--- src/include/hms_pkg.sv ---
package hms_pkg;
  // ---------------------------------------------------------------
  // configuration word layout
  // ---------------------------------------------------------------
  localparam int CFG_W = 16;
  localparam int POS_W = 32;
  localparam int CUR_W = 16;
  localparam int F_METH_LO = 0;
  localparam int F_METH_HI = 3;
  localparam int F_DIR = 4;
  localparam int F_IDX = 5;
  localparam int F_IDXSEL = 6;
  localparam int F_IDXFALL = 7;
  localparam int F_HOMENEG = 8;
  localparam int F_ZERO = 9;
  localparam int F_NOADJ = 10;
  localparam int F_CAL = 11;
  localparam logic [CFG_W-1:0] CFG_RESET = 16'h0000;
  // ---------------------------------------------------------------
  // method codes
  // ---------------------------------------------------------------
  localparam logic [3:0] M_HERE = 4'h0;
  localparam logic [3:0] M_LIMIT = 4'h1;
  localparam logic [3:0] M_CONST = 4'h2;
  localparam logic [3:0] M_INTER = 4'h3;
  localparam logic [3:0] M_HARD = 4'h4;
  localparam logic [3:0] M_IMMED = 4'hF;
  // ---------------------------------------------------------------
  // timing: hard-stop delay unit 1 ms
  // ---------------------------------------------------------------
  localparam int CLK_MHZ = 125;
  localparam int TICK_US = 1000;
  localparam int TICK_CYC = CLK_MHZ * TICK_US;
  localparam int DLY_W = 16;
  // ---------------------------------------------------------------
  // sequencer states
  // ---------------------------------------------------------------
  typedef enum logic [3:0] {
    ST_IDLE = 4'h0,
    ST_SEARCH = 4'h1,
    ST_BACKOUT = 4'h2,
    ST_INDEX = 4'h3,
    ST_PRESS = 4'h4,
    ST_AWAY = 4'h5,
    ST_DONE = 4'h6,
    ST_ZERO = 4'h7,
    ST_ERROR = 4'h8,
    ST_WAITENC = 4'h9
  } hms_state_t;
endpackage : hms_pkg

--- src/include/hms_edge_if.sv ---
`timescale 1ns/1ps
// edge events of the sensors, shared between the detector and the sequencer
interface hms_edge_if;
  logic home_rise;
  logic home_fall;
  logic idx_rise;
  logic idx_fall;
  modport det (output home_rise, output home_fall, output idx_rise, output idx_fall);
  modport seq (input home_rise, input home_fall, input idx_rise, input idx_fall);
endinterface : hms_edge_if

--- src/rtl/hms_seq.sv ---
`timescale 1ns/1ps
// What this block does
// code 0: here, or first index
// code 1: limit, back out, edge/index
// code 2: search, reverse at home switch
// code 2: limit before home is error
// code 3: limit reverses search instead
// code 3: edge bit picks searched edge
// code 4: move until current reaches threshold
// press at threshold until delay expires
// hard stop with index: drive away to index
// code 15: reference after encoder ready
// immediate: offset plus encoder loaded as position
// direction bit: 0 positive, 1 negative
// index bit: index pulse replaces sensor edge
// index select bit chooses which pulse
// index edge bit: set falling, clear rising
// home edge bit: set negative, clear positive
// zero bit: move to zero after homing, except after code 15
// no-adjust bit keeps actual position
// adjustment value loaded even when suppressed
// no-adjust bit suppresses move to zero
// calibration bit stores method and offset
// reserved codes refuse to start
module hms_seq
  import hms_pkg::*;
(
  // clock and reset
  input wire logic I_CLK,
  input wire logic I_RESETN,
  // configuration register port
  input wire logic I_CFG_WE,
  input wire logic [CFG_W-1:0] I_CFG_WDATA,
  output logic [CFG_W-1:0] O_CFG_RDATA,
  // homing parameters
  input wire logic signed [POS_W-1:0] I_HOME_OFFSET,
  input wire logic [CUR_W-1:0] I_CUR_THRESH,
  input wire logic [DLY_W-1:0] I_HOME_DELAY_MS,
  // control
  input wire logic I_START,
  input wire logic I_POWER_UP,
  input wire logic I_ENC_READY,
  // sensors
  input wire logic I_HOME_SW,
  input wire logic I_LIMIT_POS,
  input wire logic I_LIMIT_NEG,
  input wire logic I_INDEX,
  input wire logic [CUR_W-1:0] I_MOTOR_CUR,
  input wire logic signed [POS_W-1:0] I_ENC_POS,
  input wire logic I_AT_TARGET,
  // motion commands
  output logic O_MOVE,
  output logic O_MOVE_NEG,
  output logic O_SLOW,
  output logic O_PRESS,
  output logic O_GOTO_ZERO,
  // results
  output logic signed [POS_W-1:0] O_POSITION,
  output logic O_POS_LOAD,
  output logic signed [POS_W-1:0] O_HOME_ADJUST,
  output logic O_BUSY,
  output logic O_DONE,
  output logic O_ERROR,
  output logic O_REFUSED,
  // calibration store
  output logic O_CAL_STORE,
  output logic [CFG_W-1:0] O_CAL_CFG,
  output logic signed [POS_W-1:0] O_CAL_OFFSET
);
  // ---------------------------------------------------------------
  // decode helpers
  // ---------------------------------------------------------------
  function automatic logic meth_valid(input logic [3:0] m);
    meth_valid = (m <= M_HARD) || (m == M_IMMED);
  endfunction : meth_valid

  hms_state_t state_r;
  logic [CFG_W-1:0] cfg_r;
  logic [CFG_W-1:0] run_r;
  logic neg_r;
  logic found_r;
  logic signed [POS_W-1:0] pos_r;
  logic signed [POS_W-1:0] adj_r;
  logic load_r;
  logic cal_r;
  logic done_r;
  logic err_r;
  logic ref_r;
  logic imm_pend_r;
  logic [$clog2(TICK_CYC)-1:0] tick_cnt_r;
  logic tick;
  logic [DLY_W-1:0] dly_cnt_r;
  logic [3:0] meth;
  logic dir0;
  logic use_idx;
  logic idx_ev;
  logic home_ev;
  logic limit_ahead;
  logic over_cur;
  logic signed [POS_W-1:0] home_pos;
  logic finish;

  hms_edge_if edges ();

  hms_edge_det u_edge (
    .i_clk(I_CLK),
    .i_resetn(I_RESETN),
    .i_home(I_HOME_SW),
    .i_index(I_INDEX),
    .edges(edges)
  );

  // ---------------------------------------------------------------
  // configuration register
  // ---------------------------------------------------------------
  // run_r freezes the word so a write mid-sequence cannot change the plan
  always_ff @(posedge I_CLK or negedge I_RESETN)
  begin
    if (!I_RESETN)
      cfg_r <= CFG_RESET;
    else if (I_CFG_WE)
      cfg_r <= I_CFG_WDATA;
  end
  assign O_CFG_RDATA = cfg_r;

  // field decode of the frozen word
  assign meth = run_r[F_METH_HI:F_METH_LO];
  assign dir0 = run_r[F_DIR];
  assign use_idx = run_r[F_IDX];
  // index edge selection
  assign idx_ev = run_r[F_IDXFALL] ? edges.idx_fall : edges.idx_rise;
  // home edge: momentary switch uses the edge bit, else the edge met
  assign home_ev = (meth == M_INTER) ? (run_r[F_HOMENEG] ? edges.home_fall : edges.home_rise)
                 : (edges.home_rise | edges.home_fall);
  assign limit_ahead = neg_r ? I_LIMIT_NEG : I_LIMIT_POS;
  assign over_cur = I_MOTOR_CUR >= I_CUR_THRESH;
  assign home_pos = I_ENC_POS;
  assign finish = (state_r == ST_DONE);

  // ---------------------------------------------------------------
  // millisecond tick for the hard-stop delay
  // ---------------------------------------------------------------
  always_ff @(posedge I_CLK or negedge I_RESETN)
  begin
    if (!I_RESETN)
      tick_cnt_r <= '0;
    // restart at contact, so the first millisecond of the press is a whole one
    else if (state_r != ST_PRESS || !found_r || tick)
      tick_cnt_r <= '0;
    else
      tick_cnt_r <= tick_cnt_r + 1'b1;
  end
  assign tick = (tick_cnt_r == ($clog2(TICK_CYC))'(TICK_CYC - 1));

  // ---------------------------------------------------------------
  // sequencer
  // ---------------------------------------------------------------
  // one process owns state, direction and the home adjustment
  always_ff @(posedge I_CLK or negedge I_RESETN)
  begin
    if (!I_RESETN)
    begin
      state_r <= ST_IDLE;
      run_r <= CFG_RESET;
      neg_r <= 1'b0;
      found_r <= 1'b0;
      dly_cnt_r <= '0;
      adj_r <= '0;
      ref_r <= 1'b0;
    end
    else
    begin
      ref_r <= 1'b0;
      unique case (state_r)
        ST_IDLE:
        begin
          found_r <= 1'b0;
          if (imm_pend_r && cfg_r[F_METH_HI:F_METH_LO] == M_IMMED)
          begin
            run_r <= cfg_r;
            state_r <= ST_WAITENC;
          end
          else if (I_START)
          begin
            if (!meth_valid(cfg_r[F_METH_HI:F_METH_LO]))
              ref_r <= 1'b1;
            else
            begin
              run_r <= cfg_r;
              neg_r <= cfg_r[F_DIR];
              if (cfg_r[F_METH_HI:F_METH_LO] == M_IMMED)
                state_r <= ST_WAITENC;
              else if (cfg_r[F_METH_HI:F_METH_LO] == M_HERE)
                state_r <= cfg_r[F_IDX] ? ST_INDEX : ST_DONE;
              else if (cfg_r[F_METH_HI:F_METH_LO] == M_HARD)
                state_r <= ST_PRESS;
              else
                state_r <= ST_SEARCH;
            end
          end
        end
        ST_SEARCH:
        begin
          if (meth == M_HARD)
          begin
            if (over_cur)
              state_r <= ST_PRESS;
          end
          else if (meth == M_LIMIT)
          begin
            if (limit_ahead)
            begin
              neg_r <= ~neg_r;
              state_r <= ST_BACKOUT;
            end
          end
          else if (I_HOME_SW)
          begin
            neg_r <= ~neg_r;
            state_r <= ST_BACKOUT;
          end
          else if (limit_ahead)
          begin
            if (meth == M_INTER)
              neg_r <= ~neg_r;
            else
              state_r <= ST_ERROR;
          end
        end
        ST_BACKOUT:
        begin
          // leave the sensor, slowly, and look for the edge
          if ((meth == M_LIMIT && !(neg_r ? I_LIMIT_POS : I_LIMIT_NEG)) || (meth != M_LIMIT && home_ev))
          begin
            if (use_idx)
            begin
              // select bit set: keep moving on the exit side; clear: turn to initial direction
              neg_r <= run_r[F_IDXSEL] ? neg_r : dir0;
              state_r <= ST_INDEX;
            end
            else
              state_r <= ST_DONE;
          end
          // wrong edge of a momentary switch: turn back and meet the other one
          else if (meth == M_INTER && (edges.home_rise | edges.home_fall))
            neg_r <= ~neg_r;
        end
        ST_INDEX:
        begin
          if (idx_ev)
            state_r <= ST_DONE;
        end
        ST_PRESS:
        begin
          // first wait for current, then hold for the delay
          if (!found_r)
          begin
            if (over_cur)
            begin
              found_r <= 1'b1;
              dly_cnt_r <= I_HOME_DELAY_MS;
            end
          end
          else if (dly_cnt_r == '0)
          begin
            if (use_idx)
            begin
              neg_r <= ~neg_r;
              state_r <= ST_AWAY;
            end
            else
              state_r <= ST_DONE;
          end
          else if (tick)
            dly_cnt_r <= dly_cnt_r - 1'b1;
        end
        ST_AWAY:
        begin
          if (idx_ev)
            state_r <= ST_DONE;
        end
        ST_WAITENC:
        begin
          if (I_ENC_READY)
            state_r <= ST_DONE;
        end
        ST_DONE:
        begin
          // adjustment computed whether or not it is applied
          adj_r <= I_HOME_OFFSET - home_pos;
          if (run_r[F_ZERO] && !run_r[F_NOADJ] && meth != M_IMMED)
            state_r <= ST_ZERO;
          else
            state_r <= ST_IDLE;
        end
        ST_ZERO:
        begin
          if (I_AT_TARGET)
            state_r <= ST_IDLE;
        end
        ST_ERROR:
        begin
          if (I_START)
            state_r <= ST_IDLE;
        end
        default:
          state_r <= ST_IDLE;
      endcase
    end
  end

  // ---------------------------------------------------------------
  // power-up immediate request
  // ---------------------------------------------------------------
  // set by power-up event; set wins over the clear at entry
  always_ff @(posedge I_CLK or negedge I_RESETN)
  begin
    if (!I_RESETN)
      imm_pend_r <= 1'b0;
    else if (I_POWER_UP)
      imm_pend_r <= 1'b1;
    else if (state_r == ST_IDLE)
      imm_pend_r <= 1'b0;
  end

  // ---------------------------------------------------------------
  // results
  // ---------------------------------------------------------------
  // position load: home point becomes offset, unless suppressed
  always_ff @(posedge I_CLK or negedge I_RESETN)
  begin
    if (!I_RESETN)
    begin
      pos_r <= '0;
      load_r <= 1'b0;
      done_r <= 1'b0;
      err_r <= 1'b0;
      cal_r <= 1'b0;
    end
    else
    begin
      load_r <= 1'b0;
      done_r <= finish;
      cal_r <= finish & run_r[F_CAL];
      if (finish && !run_r[F_NOADJ])
      begin
        pos_r <= I_HOME_OFFSET + (meth == M_IMMED ? I_ENC_POS : '0);
        load_r <= 1'b1;
      end
      // a start in the error state must win, or the flag could never clear
      if (state_r == ST_ERROR && !I_START)
        err_r <= 1'b1;
      else if (I_START)
        err_r <= 1'b0;
    end
  end

  // ---------------------------------------------------------------
  // outputs
  // ---------------------------------------------------------------
  assign O_MOVE = (state_r == ST_SEARCH) || (state_r == ST_BACKOUT) || (state_r == ST_INDEX)
               || (state_r == ST_AWAY) || (state_r == ST_PRESS);
  assign O_MOVE_NEG = neg_r;
  assign O_SLOW = (state_r == ST_BACKOUT) || (state_r == ST_INDEX) || (state_r == ST_AWAY);
  assign O_PRESS = (state_r == ST_PRESS) && found_r;
  assign O_GOTO_ZERO = (state_r == ST_ZERO);
  assign O_POSITION = pos_r;
  assign O_POS_LOAD = load_r;
  assign O_HOME_ADJUST = adj_r;
  assign O_BUSY = (state_r != ST_IDLE) && (state_r != ST_ERROR);
  assign O_DONE = done_r;
  assign O_ERROR = err_r;
  assign O_REFUSED = ref_r;
  assign O_CAL_STORE = cal_r;
  // stored word: immediate method with the other bits kept
  assign O_CAL_CFG = {run_r[CFG_W-1:F_METH_HI+1], M_IMMED};
  assign O_CAL_OFFSET = adj_r;
endmodule : hms_seq

--- src/rtl/hms_edge_det.sv ---
`timescale 1ns/1ps
module hms_edge_det
  import hms_pkg::*;
(
  // clock and reset
  input wire logic i_clk,
  input wire logic i_resetn,
  // sensor levels
  input wire logic i_home,
  input wire logic i_index,
  // edge events
  hms_edge_if.det edges
);
  logic home_d_r;
  logic idx_d_r;

  // ---------------------------------------------------------------
  // previous levels
  // ---------------------------------------------------------------
  // one stage of history; inputs are already synchronous
  always_ff @(posedge i_clk or negedge i_resetn)
  begin
    if (!i_resetn)
    begin
      home_d_r <= 1'b0;
      idx_d_r <= 1'b0;
    end
    else
    begin
      home_d_r <= i_home;
      idx_d_r <= i_index;
    end
  end

  // one-cycle edge pulses
  assign edges.home_rise = i_home & ~home_d_r;
  assign edges.home_fall = ~i_home & home_d_r;
  assign edges.idx_rise = i_index & ~idx_d_r;
  assign edges.idx_fall = ~i_index & idx_d_r;
endmodule : hms_edge_det

--- config.mk ---
export PLATFORM = sky130hd
export DESIGN_NAME = hms_seq
export DESIGN_NICKNAME = d
export VERILOG_FILES = /design/src/include/hms_pkg.sv /design/src/include/hms_edge_if.sv /design/src/rtl/hms_seq.sv /design/src/rtl/hms_edge_det.sv
export SDC_FILE = /design/constraint.sdc
export NUM_CORES = 1
export LEC_CHECK = 0
export BUFFER_PORTS_ARGS = -buffer_cell sky130_fd_sc_hd__buf_4
export CAP_MARGIN = 20
export CORE_MARGIN = 2
export CORE_UTILIZATION = 30
export DETAILED_ROUTE_END_ITERATION = 7
export GPL_TIMING_DRIVEN = 0
export PLACE_DENSITY_LB_ADDON = 0.1
export SLEW_MARGIN = 5
export SYNTH_ARGS = -nofsm -noshare
export SYNTH_HDL_FRONTEND = slang
export SYNTH_HIERARCHICAL = 1
export SYNTH_SLANG_ARGS = --single-unit
--- constraint.sdc ---
create_clock -name I_CLK -period 7.7 [get_ports I_CLK]
set_clock_uncertainty 0.05 [all_clocks]
set_input_delay 0.77 -clock I_CLK [delete_from_list [all_inputs] [get_ports I_CLK]]
set_output_delay 0.77 -clock I_CLK [all_outputs]
set_load 0.02 [all_outputs]
==> summary.md, run 1 <==
| Metric | Value |
|---|---|
| Gpl congestion | `0.8453` |
| Vias in the first global route | `9709` |
| TritonRoute pass-1 iters | `5` |
| GRT busiest layer | `met2` |
| Synth cell count leaders | `dfrtp_1 (143), nand2_1 (139), o21ai_0 (97), ha_1 (80), inv_1 (78)` |
| Crit path max-delay cell type | `and4_1` |
| Slew margin rel. | `36.26%` |
| Fin crit period | `4224 ps` |
| Met3 usage | `3.923%` |
| Die H | `193.6 um` |
| Worst R2R Start | `run_r[1]` |
| NetSw | `1863 uW` |
| Vias | `9709` |
| GRT Total Usage | `17.44%` |
| Met2 Resource Use GR | `29.89%` |
| IO Port Bufs | `272` |
| Setup bufs post-CTS | `0` |
| Met1 usage | `21.97%` |
| Die area | `37460 um2` |
| Async SR Flop Fraction | `100.0%` |
| Crit path launch type | `flop` |
| CTS clk-pin slew, worst paths | `60 ps` |
| Die W | `193.6 um` |
| CP max stage delay | `480 ps` |
| Worst reg2reg path depth | `13` |
| Largest net degree at the start of global routing | `79` |
| Setup CP Type | `reg -> reg` |
| Setup TNS | `0 ps` |
| Share of cells above drive strength 1 | `27.63%` |
| Filler Cells Inserted | `3701` |
| Status | `completed` |
| Avg WL per Cell | `16.33 um` |
| Post-route DRC | `0` |
| Placed cells | `1978` |
| Synth area leaders | `dfrtp_1 (33%), ha_1 (9.3%), nand2_1 (4.8%)` |
| HPWL Detailed | `26.38 mm` |
| Core ar. | `35480 um2` |
| Initial core utilization | `30.38%` |
| Fin util | `39.59%` |
| Hold slack | `214.8 ps` |
| Distinct cells, synth | `75` |
| PwrDens | `316.7 nW/um2` |
| Post-CTS Resized | `0` |
| Syn. warnings | `6` |
| CTS Buffer Depth | `2` |
| # clock sinks | `143` |
| Post-synth EDFFs | `0` |
| Hold Crit Class | `in -> async` |
| Maximum vdd ir drop | `0.1861 mV` |
| Cts bufs inserted | `17` |
| Register bit total from synthesis | `143` |
| Share of the synthesized area in the top cell type | `33.20%` |
| Crit path DAT | `4470 ps` |
| Skew-Pair Late Insertion Delay | `440 ps` |
| Final slew viol count | `0` |
| Sequential Power Share | `28.1%` |
| Synth-to-Final Area Change | `30.32%` |
| Comb pwr share | `52.6%` |
| Antenna-violating nets left | `0` |
| Setup crit end kind | `flop` |
| Finish-stage setup viols | `0` |
| Clk pwr share | `19.3%` |
| Reg2reg end | `O_POSITION[29]` |
| Post-Route WL | `32.82 mm` |
| Internal | `2586 uW` |
| Cts hold-fix bufs | `0` |
| Vias per cell | `4.830` |
| Worst-Margin Slew | `932.0 ps` |
| Post-synthesis sequential area ratio | `33.20%` |
| First-pass GRT wire length | `52.12 mm` |
| Syn Area/Cell | `8.693 um2` |
| Net Sw Frac | `41.86%` |
| Diodes inserted | `0` |
| Worst path required time | `7950 ps` |
| Clk root buf | `clkbuf_16` |
| Hold Fails Final Rpt | `0` |
| Finished layout cell area | `14050 um2` |
| Crit share post-route | `54.85%` |
| Worst path cell trace | `and4_1, clkbuf_1, and2_1, ha_1, a2111oi_0, o21ai_0, nand4b_1, a21oi_1, o31ai_1, o21a_1, o21ai_0, xnor2_1, o21ai_0` |
| Row count | `69` |
| Fin cells | `2010` |
| DP Area | `13450 um2` |
| GR Overflow Total | `0` |
| Most common cell on crit path | `o21ai_0` |
| F_max | `0.2368 GHz` |
| FF+latch area | `3578 um2` |
| Multi-input gate area | `6332 um2` |
| Most used DFF post-synth | `dfrtp_1` |
| Worst Path Max Fanout | `10` |
| CTS HTree Levels | `4` |
| Area leader, netlist | `dfrtp_1` |
| 1st-iter DRT viols | `426` |
| LEAKAGE | `0.006865 uW` |
| Mapped Area | `10780 um2` |
| Max-Cap Viols | `0` |
| Mapped Cells | `1240` |
| Initial antenna violation count | `0` |
| RSZ-0062 raised after global routing | `no` |
| TritonCTS clock tree | `yes` |
| R2r setup slk | `3480 ps` |
| Count leader, synth | `dfrtp_1` |
| Io pins | `278` |
| Layout Nets | `1757` |
-- worst max path at each step --
stage          startpoint        endpoint  slack, ps  cells past startpoint
3_3_place_gp     run_r[1]  O_POSITION[30]       3490                     14
6_report         run_r[1]  O_POSITION[29]       3480                     13
5_1_grt          run_r[1]  O_POSITION[29]       2980                     13
4_1_cts          run_r[1]  O_POSITION[26]       3450                     14
3_5_place_dp     run_r[1]  O_POSITION[26]       3450                     14
2_1_floorplan    run_r[1]  O_POSITION[24]       4330                     13
-- layer usage --
layer  vias to the layer above  routed length, um
met4                         0                603
met1                      4507              14860
met3                        34               1491
met5                         -                  0
met2                       228              15860
li1                       4940                  -
-- worst max-delay path, delay by kind of cell (launching register included) --
family | cells | cell delay (ps)
AOI/OAI and AO/OA | 7 | 1760
xor gates and xnor gates | 1 | 140
adders and majority gates | 1 | 270
buffers and inverters | 1 | 430
DFF | 1 | 470
and+or+nand+nor | 3 | 930
-- registers in the layout (all words and copies together) (netlist names) --
name,cells
O_CAL_OFFSET,32
O_POSITION,32
tick_cnt_r,17
O_CFG_RDATA,16
dly_cnt_r,16
run_r,16
state_r,4
O_CAL_STORE,1
O_DONE,1
O_ERROR,1
O_MOVE_NEG,1
O_POS_LOAD,1
O_REFUSED,1
found_r,1
imm_pend_r,1
u_edge/home_d_r,1
u_edge/idx_d_r,1
-- kinds of logic after synthesis --
family / synth area share [%]
AND/OR/NAND/NOR: 18.46
AO/OA/AOI/OAI: 19.94
buffers and inverters: 8.160
flip-flops: 33.20
adder cells (fa/ha/maj): 9.658
XOR/XNOR: 5.931
multiplexers: 4.620
other: 0.03479
-- cells in the final DEF (no fill, tap or decap), drive strengths merged, types with 7 or more instances in the layout --
cell type and count:
o211ai 7, dfrtp 143, nand4 13, nand3 25
clkbuf 58, a221oi 7, and3 13, a21o 47
o21bai 9, o41ai 7, a211oi 14, or3 13
xor2 36, o31ai 11, inv 81, or2 8
ha 80, mux2 38, nor4 12, mux2i 7
nor2b 9, xnor2 37, buf 329, nand2b 12
nor4b 11, a31oi 10, nand2 140, nor3 15
clkinvlp 8, o21ai 103, o21a 7, nor2 56
a211o 9, a21oi 72, and2 39
-- layout make-up --
class	count	share of cell area (%)
multi-input cells	923	45.08
clock inverters	14	1.202
clock buffers	18	3.055
repair buffers	274	14.82
well taps	461	4.106
flip-flops and latches	143	25.47
inverters	82	2.191
plain buffers	95	4.071
-- per-stage QoR --
stage | setup WS [ps] | power, uW
floorplan | 4330 | 2699
global route | 2976 | 4775
finish | 3476 | 4449
CTS | 3449 | 4525
global placement | 3491 | 3617
detailed placement | 3450 | 3637
-- power groups by stage --
stage / logic, uW / registers, uW / clock network [uW]
after floorplan: 1260 / 1430 / 0
after global placement: 2360 / 1260 / 0
after detailed placement: 2370 / 1270 / 0
after CTS: 2380 / 1260 / 887
after global routing: 2560 / 1300 / 921
final: 2340 / 1250 / 861
Note: power is estimated with default switching activity, not from simulation.
==> inputs of run 2 (changes only) <==
ABC_AREA = 1   (was unset)
clock period = 4 ns   (was 7.7 ns; I/O delays follow)
==> run 2 against run 1 <==
Non-clock buffer count down 12. Maximum frequency up 26%. Power up 96%. Sequential share of layout area down 2.8 points. Register-to-register slack worse by 2800 ps. Global-route usage up 2.8 points. Critical path type unchanged. Critical endpoint is now O_POSITION[12]. Largest power group unchanged.
==> summary.md, run 2 <==
| Metric | Value |
|---|---|
| Die H | `207.3 um (+7.1%)` |
| Met1 WL | `21.22 mm (+43%)` |
| HPWL Detailed | `35.57 mm (+35%)` |
| Antenna-violating nets left | `0 (unchanged)` |
| Area leader, netlist | `dfrtp_1` |
| GRT Total Usage | `20.25% (+2.8 points)` |
| TritonCTS clock tree | `yes` |
| Placed cells | `2798 (+41%)` |
| Synth-to-Final Area Change | `27.57%` |
| Commonest non-fill, non-tap cell in the layout | `nand2_1` |
| Core ar. | `40830 um2 (+15%)` |
| Post-route DRC | `0 (unchanged)` |
| Gpl congestion | `0.9519 (+13%)` |
| Critical path buffer and inverter count | `2 (+1)` |
| Finished layout cell area | `15820 um2 (+13%)` |
| Crit path max-delay cell type | `clkbuf_1` |
| Setup CP Type | `reg -> reg` |
| Final slew viol count | `0 (unchanged)` |
| Worst Path Max Fanout | `10 (unchanged)` |
| Setup bufs post-CTS | `0 (unchanged)` |
| Maximum vdd ir drop | `0.3768 mV (+100%)` |
| Post-CTS Resized | `0 (unchanged)` |
| LEAKAGE | `0.009022 uW (+31%)` |
| Share of the synthesized area in the top cell type | `28.87% (-4.3 points)` |
| Fin crit period | `3344 ps (-880.0 ps)` |
| Largest net degree at the start of global routing | `105 (+33%)` |
| CTS clk-pin slew, worst paths | `60 ps (about the same)` |
| CP top delay family | `simple AND/OR/NAND/NOR gates` |
| Worst-Margin Slew | `723.5 ps (-208.5 ps)` |
| Filler Cells Inserted | `4427 (+20%)` |
| Metal2 WL | `18.43 mm (+16%)` |
| Syn Area/Cell | `6.233 um2 (-28%)` |
| Crit path launch type | `flop` |
| Finish-stage setup viols | `0 (unchanged)` |
| Vias in the first global route | `12570 (+29%)` |
| Placement Setup Slack | `623.9 ps (-2826 ps)` |
| Io pins | `278 (unchanged)` |
| Mapped Area | `12400 um2 (+15%)` |
| Initial antenna violation count | `0 (unchanged)` |
| Async SR Flop Fraction | `100.0% (unchanged)` |
| Synth area leaders | `dfrtp_1 (29%), nand2_1 (22%), inv_1 (9.2%)` |
| TritonRoute pass-1 iters | `5 (unchanged)` |
| CTS HTree Levels | `4 (unchanged)` |
| GR Overflow Total | `0 (unchanged)` |
| Register bit total from synthesis | `143 (unchanged)` |
| Vias | `12790 (+32%)` |
| Post-synth EDFFs | `0 (unchanged)` |
| First-pass GRT wire length | `68.09 mm (+31%)` |
| Synth cell count leaders | `nand2_1 (731), inv_1 (305), nor2_1 (200), dfrtp_1 (143), nand3_1 (122)` |
| Worst path required time | `4320 ps (-3630 ps)` |
| Diodes inserted | `0 (unchanged)` |
| Mapped Cells | `1989 (+60%)` |
| CP max stage delay | `460 ps (-20 ps)` |
| Most used DFF post-synth | `dfrtp_1` |
| CTS Buffer Depth | `2 (unchanged)` |
| PwrDens | `550.3 nW/um2 (+74%)` |
| Vias per cell | `4.519 (-6.4%)` |
| Syn. warnings | `6 (unchanged)` |
| Max-Cap Viols | `0 (unchanged)` |
| Skew-Pair Late Insertion Delay | `480 ps (+40 ps)` |
| Die W | `207.3 um (+7.1%)` |
| Layout Nets | `2509 (+43%)` |
| Hold Crit Class | `in -> reg` |
| Status | `completed` |
| F_max | `0.2991 GHz (+26%)` |
| Count leader, synth | `nand2_1` |
| Fin cells | `2831 (+41%)` |
| # clock sinks | `143 (unchanged)` |
| Setup ws final | `656.2 ps (-2820 ps)` |
| DR WL met3 | `1.665 mm (+12%)` |
| Hold Fails Final Rpt | `0 (unchanged)` |
| Worst path cell trace | `nand2_1, inv_1, nand2_1, clkbuf_1, nor2_1, ha_1, fa_1, nand2_1, nand3_1, and2_1, nand3_1, nand3_1, or2_2, nand3_1, nand2_1` |
| Avg WL per Cell | `15.01 um (-8.1%)` |
| Highest Signal Layer | `met4` |
| Setup crit end kind | `flop` |
| 1st-iter DRT viols | `782 (+84%)` |
| DP Area | `15160 um2 (+13%)` |
| Post-Route WL | `42.48 mm (+29%)` |
| RSZ-0062 raised after global routing | `no` |
| Crit path DAT | `3660 ps (-810 ps)` |
| Cts bufs inserted | `17 (unchanged)` |
| Most frequent cells in the layout | `nand2_1 (731), buf_4 (323), inv_1 (305)` |
| Clk root buf | `clkbuf_16` |
| Row count | `74 (+7.2%)` |
| Share of cells above drive strength 1 | `17.96% (-9.7 points)` |
| Post-synthesis sequential area ratio | `28.87% (-4.3 points)` |
| Slew margin rel. | `51.77% (+16 points)` |
| Setup TNS | `0 ps (unchanged)` |
| Distinct cells, synth | `46 (-39%)` |
| Crit share post-route | `83.60% (+29 points)` |
| Initial core utilization | `30.36% (about the same)` |
| IO Port Bufs | `273 (+0.37%)` |
| Pwr Total | `8703 uW (+96%)` |
| Die area | `42970 um2 (+15%)` |
## run 2: cells by family after synthesis
group,after synthesis,share of synthesized area [%]
buffers and inverters,396,13.70
XOR/XNOR,24,1.696
flip-flops,143,28.87
AND/OR/NAND/NOR,1173,39.87
adder cells (fa/ha/maj),82,8.397
AO/OA/AOI/OAI,170,7.449
other,1,0.03025
## run 2: timing repair
item | CTS | global route
hold buffers | 3 | 0
endpoints found under the hold margin | 41 | 0
endpoints found under the setup margin | 0 | 0
## run 2: report_power, final
group          leakage [uW]  internal (uW)  total, uW  switching (uW)
Sequential          0.00179           1970       2480             502
Combinational       0.00692           1840       4470            2630
Clock              0.000308           1080       1760             677
Total               0.00902           4900       8700            3800
## run 2: final timing paths
check                               from             end  slack (ps)  depth (start not counted)
setup / recovery                run_r[1]  O_POSITION[12]         660                         15
hold / removal                I_POWER_UP      imm_pend_r          60                          2
setup reg to reg                run_r[1]  O_POSITION[12]         660                         15
hold reg to reg            tick_cnt_r[0]   tick_cnt_r[0]         410                          1
max in group asynchronous       I_RESETN  O_POSITION[30]        2670                          3
min in group asynchronous       I_RESETN   O_POSITION[0]         350                          2
## run 2: final cells by class
cell class                 instances  area [um2]  area share, %
tap                              532       665.6          4.209
clock inverter                    10       160.2          1.013
inverter                         316        1186          7.500
sequential                       143        3578          22.63
clock buffer                      20       466.7          2.951
multi-input combinational       1453        7132          45.09
buffer                            80       511.7          3.236
timing repair buffer             277        2115          13.37
## run 2: through the flow
step	util [%]	hold slack (ps)
floorplan	-	54.41
detailed placement	37.12	261.7
CTS	38.73	21.71
global route	38.73	28.13
finish	38.73	57.85
global placement	37.04	401.0
## run 2: metal layers
metal  global-route usage (%)  vias to the layer above
li1                         -                     6747
met1                    28.41                     5725
met2                    31.01                      272
met3                    3.555                       50
met4                    7.586                        0
met5                        0                        -
==> inputs of run 3 (changes only) <==
clock period = 2.75 ns   (was 4 ns; I/O delays follow)
==> run 3 against run 2 <==
Combinational power grew 48%. Highest routed layer unchanged. Sequential power grew 45%. Non-clock buffer count grew 26. Critical path type unchanged.
==> summary.md, run 3 (same netlist as run 2, synthesis figures left out) <==
| Metric | Value |
|---|---|
| Initial antenna violation count | `0 (unchanged)` |
| GR Overflow Total | `0 (unchanged)` |
| Layout Nets | `2535 (+1.0%)` |
| Status | `completed` |
| Hold slack | `53.73 ps (-4.114 ps)` |
| Setup CP Type | `reg -> reg` |
| Placement Setup Slack | `-626.1 ps (-1250 ps)` |
| Maximum vdd ir drop | `0.5472 mV (+45%)` |
| Vias per cell | `4.511 (-0.18%)` |
| Fin util | `39.58% (+0.85 points)` |
| Finish-stage setup viols | `0 (unchanged)` |
| Die W | `207.3 um (unchanged)` |
| RSZ-0062 raised after global routing | `yes` |
| Multi-input gate area | `7204 um2 (+1.0%)` |
| Crit path max-delay cell type | `dfrtp_1` |
| Critical Path End | `O_POSITION[12]` |
| Worst path cell trace | `nand2_1, inv_1, nand2_4, clkbuf_16, nor2_1, ha_2, fa_2, nand2_1, nand3_1, and2_4, nand3_1, nand3_2, or2_2, nand3_2, nand2_1` |
| IO Port Bufs | `273 (unchanged)` |
| Max-Cap Viols | `0 (unchanged)` |
| Commonest non-fill, non-tap cell in the layout | `nand2_1` |
| Post-Route WL | `42.89 mm (+0.97%)` |
| Row count | `74 (unchanged)` |
| TritonRoute pass-1 iters | `6 (+1)` |
| Filler Cells Inserted | `4398 (-0.66%)` |
| Skew-Pair Late Insertion Delay | `480 ps (about the same)` |
| Worst-Margin Slew | `724.1 ps (+0.6451 ps)` |
| First-pass GRT wire length | `68.75 mm (+0.97%)` |
| Final slew viol count | `0 (unchanged)` |
| Antenna-violating nets left | `0 (unchanged)` |
| CTS Buffer Depth | `2 (unchanged)` |
| PwrDens | `788.4 nW/um2 (+43%)` |
| Reg2reg end | `O_POSITION[12]` |
| HPWL Detailed | `35.57 mm (unchanged)` |
| Vias in the first global route | `12710 (+1.1%)` |
| Crit path DAT | `2980 ps (-680 ps)` |
| Core ar. | `40830 um2 (unchanged)` |
| Worst reg2reg path depth | `15 (unchanged)` |
| Setup ws final | `91.92 ps (-564.2 ps)` |
| Most common cell on crit path | `nand2_1` |
| Setup crit end kind | `flop` |
| F_max | `0.3762 GHz (+26%)` |
| Slew margin rel. | `51.72% (about the same)` |
| TritonCTS clock tree | `yes` |
| Cts bufs inserted | `17 (unchanged)` |
| Largest net degree at the start of global routing | `105 (unchanged)` |
| Io pins | `278 (unchanged)` |
| Hold Crit Class | `in -> reg` |
| Synth-to-Final Area Change | `30.38%` |
| Diodes inserted | `0 (unchanged)` |
| FF+latch area | `3578 um2 (unchanged)` |
| Die H | `207.3 um (unchanged)` |
| Share of cells above drive strength 1 | `19.10% (+1.1 points)` |
| Fin crit period | `2658 ps (-685.8 ps)` |
| Hold Fails Final Rpt | `0 (unchanged)` |
| Vias | `12890 (+0.73%)` |
| LEAKAGE | `0.009167 uW (+1.6%)` |
| # clock sinks | `143 (unchanged)` |
| Crit share post-route | `96.66% (+13 points)` |
| CTS HTree Levels | `4 (unchanged)` |
| CTS clk-pin slew, worst paths | `60 ps (about the same)` |
| 1st-iter DRT viols | `788 (+0.77%)` |
| Post-route DRC | `0 (unchanged)` |
| Worst Path Max Fanout | `10 (unchanged)` |
| GRT Total Usage | `20.41% (+0.16 points)` |
| Worst R2R Start | `run_r[3]` |
| Crit path launch type | `flop` |
| Die area | `42970 um2 (unchanged)` |
| Initial core utilization | `30.36% (unchanged)` |
| Gpl congestion | `0.9519 (unchanged)` |
| Most frequent cells in the layout | `nand2_1 (727), buf_4 (331), inv_1 (305)` |
| Avg WL per Cell | `15.01 um (about the same)` |
| Worst path required time | `3070 ps (-1250 ps)` |
| Crit. Startpoint | `run_r[3]` |
| Clk root buf | `clkbuf_16` |
| R2r setup slk | `90 ps (-560 ps)` |
| CP max stage delay | `400 ps (-60 ps)` |
[run 3: cell types whose count changed in the layout (fill, tap and decap cells not counted), sizes merged]
cell	before	now
buf	336	345
clkbuf	38	36
dlygate4sd3	3	22
[run 3: critical path, delay by kind of cell (launching register included)]
kind | cells | cell delay [ps]
AND/OR/NAND/NOR | 11 | 1300
adder cells (fa/ha/maj) | 2 | 580
flip-flops | 1 | 400
buffers and inverters | 2 | 230
[run 3: metal layers]
metal,track usage [%],vias up,part of all wire [%],wire (um)
met5,0,-,0,0
met4,7.660,0,3.1,1335
met3,3.570,59,3.8,1650
met2,31.40,274,43,18490
met1,28.52,5756,50,21410
li1,-,6799,-,-
[run 3: layout make-up]
class	count	area share [%]
Clock buffer	20	2.887
Sequential cell	143	22.14
Buffer	80	3.367
Clock inverter	10	0.9909
Inverter	316	7.339
Multi-Input combinational cell	1453	44.57
Timing Repair Buffer	303	14.58
Tap cell	532	4.118
[run 3: worst min path at each step]
stage	from	endpoint	slack, ps	cells past startpoint
floorplan	I_RESETN	O_CAL_OFFSET[0]	-70	0
global placement	I_INDEX	u_edge/idx_d_r	350	1
detailed placement	I_RESETN	O_CAL_OFFSET[5]	140	1
CTS	I_START	O_ERROR	10	4
global route	I_START	O_ERROR	60	4
finish	I_START	O_ERROR	50	4
[run 3: report_power, final]
part / total, uW / switching (uW) / internal (uW)
clock network: 2560 / 987 / 1570
registers: 3590 / 715 / 2870
logic: 6600 / 3860 / 2740
total: 12700 / 5560 / 7190
[run 3: metrics by stage]
step                setup TNS, ps  std cells  area [um2]  total power, uW
floorplan                       0       1992       12410             7576
global placement            -8350       2797       15120            10150
detailed placement          -8660       2798       15160            10200
CTS                        -12.18       2851       16060            12900
global route               -117.7       2857       16160            13770
finish                          0       2857       16160            12740
[run 3: what timing repair did]
| item | CTS | global route |
|---|---|---|
| setup endpoints to repair | 27 | 22 |
| gates resized for setup | 13 | 22 |
| setup buffers | 1 | 6 |
| endpoints found under the hold margin | 58 | 0 |
| hold buffers | 22 | 0 |
| pin swaps | 1 | 3 |
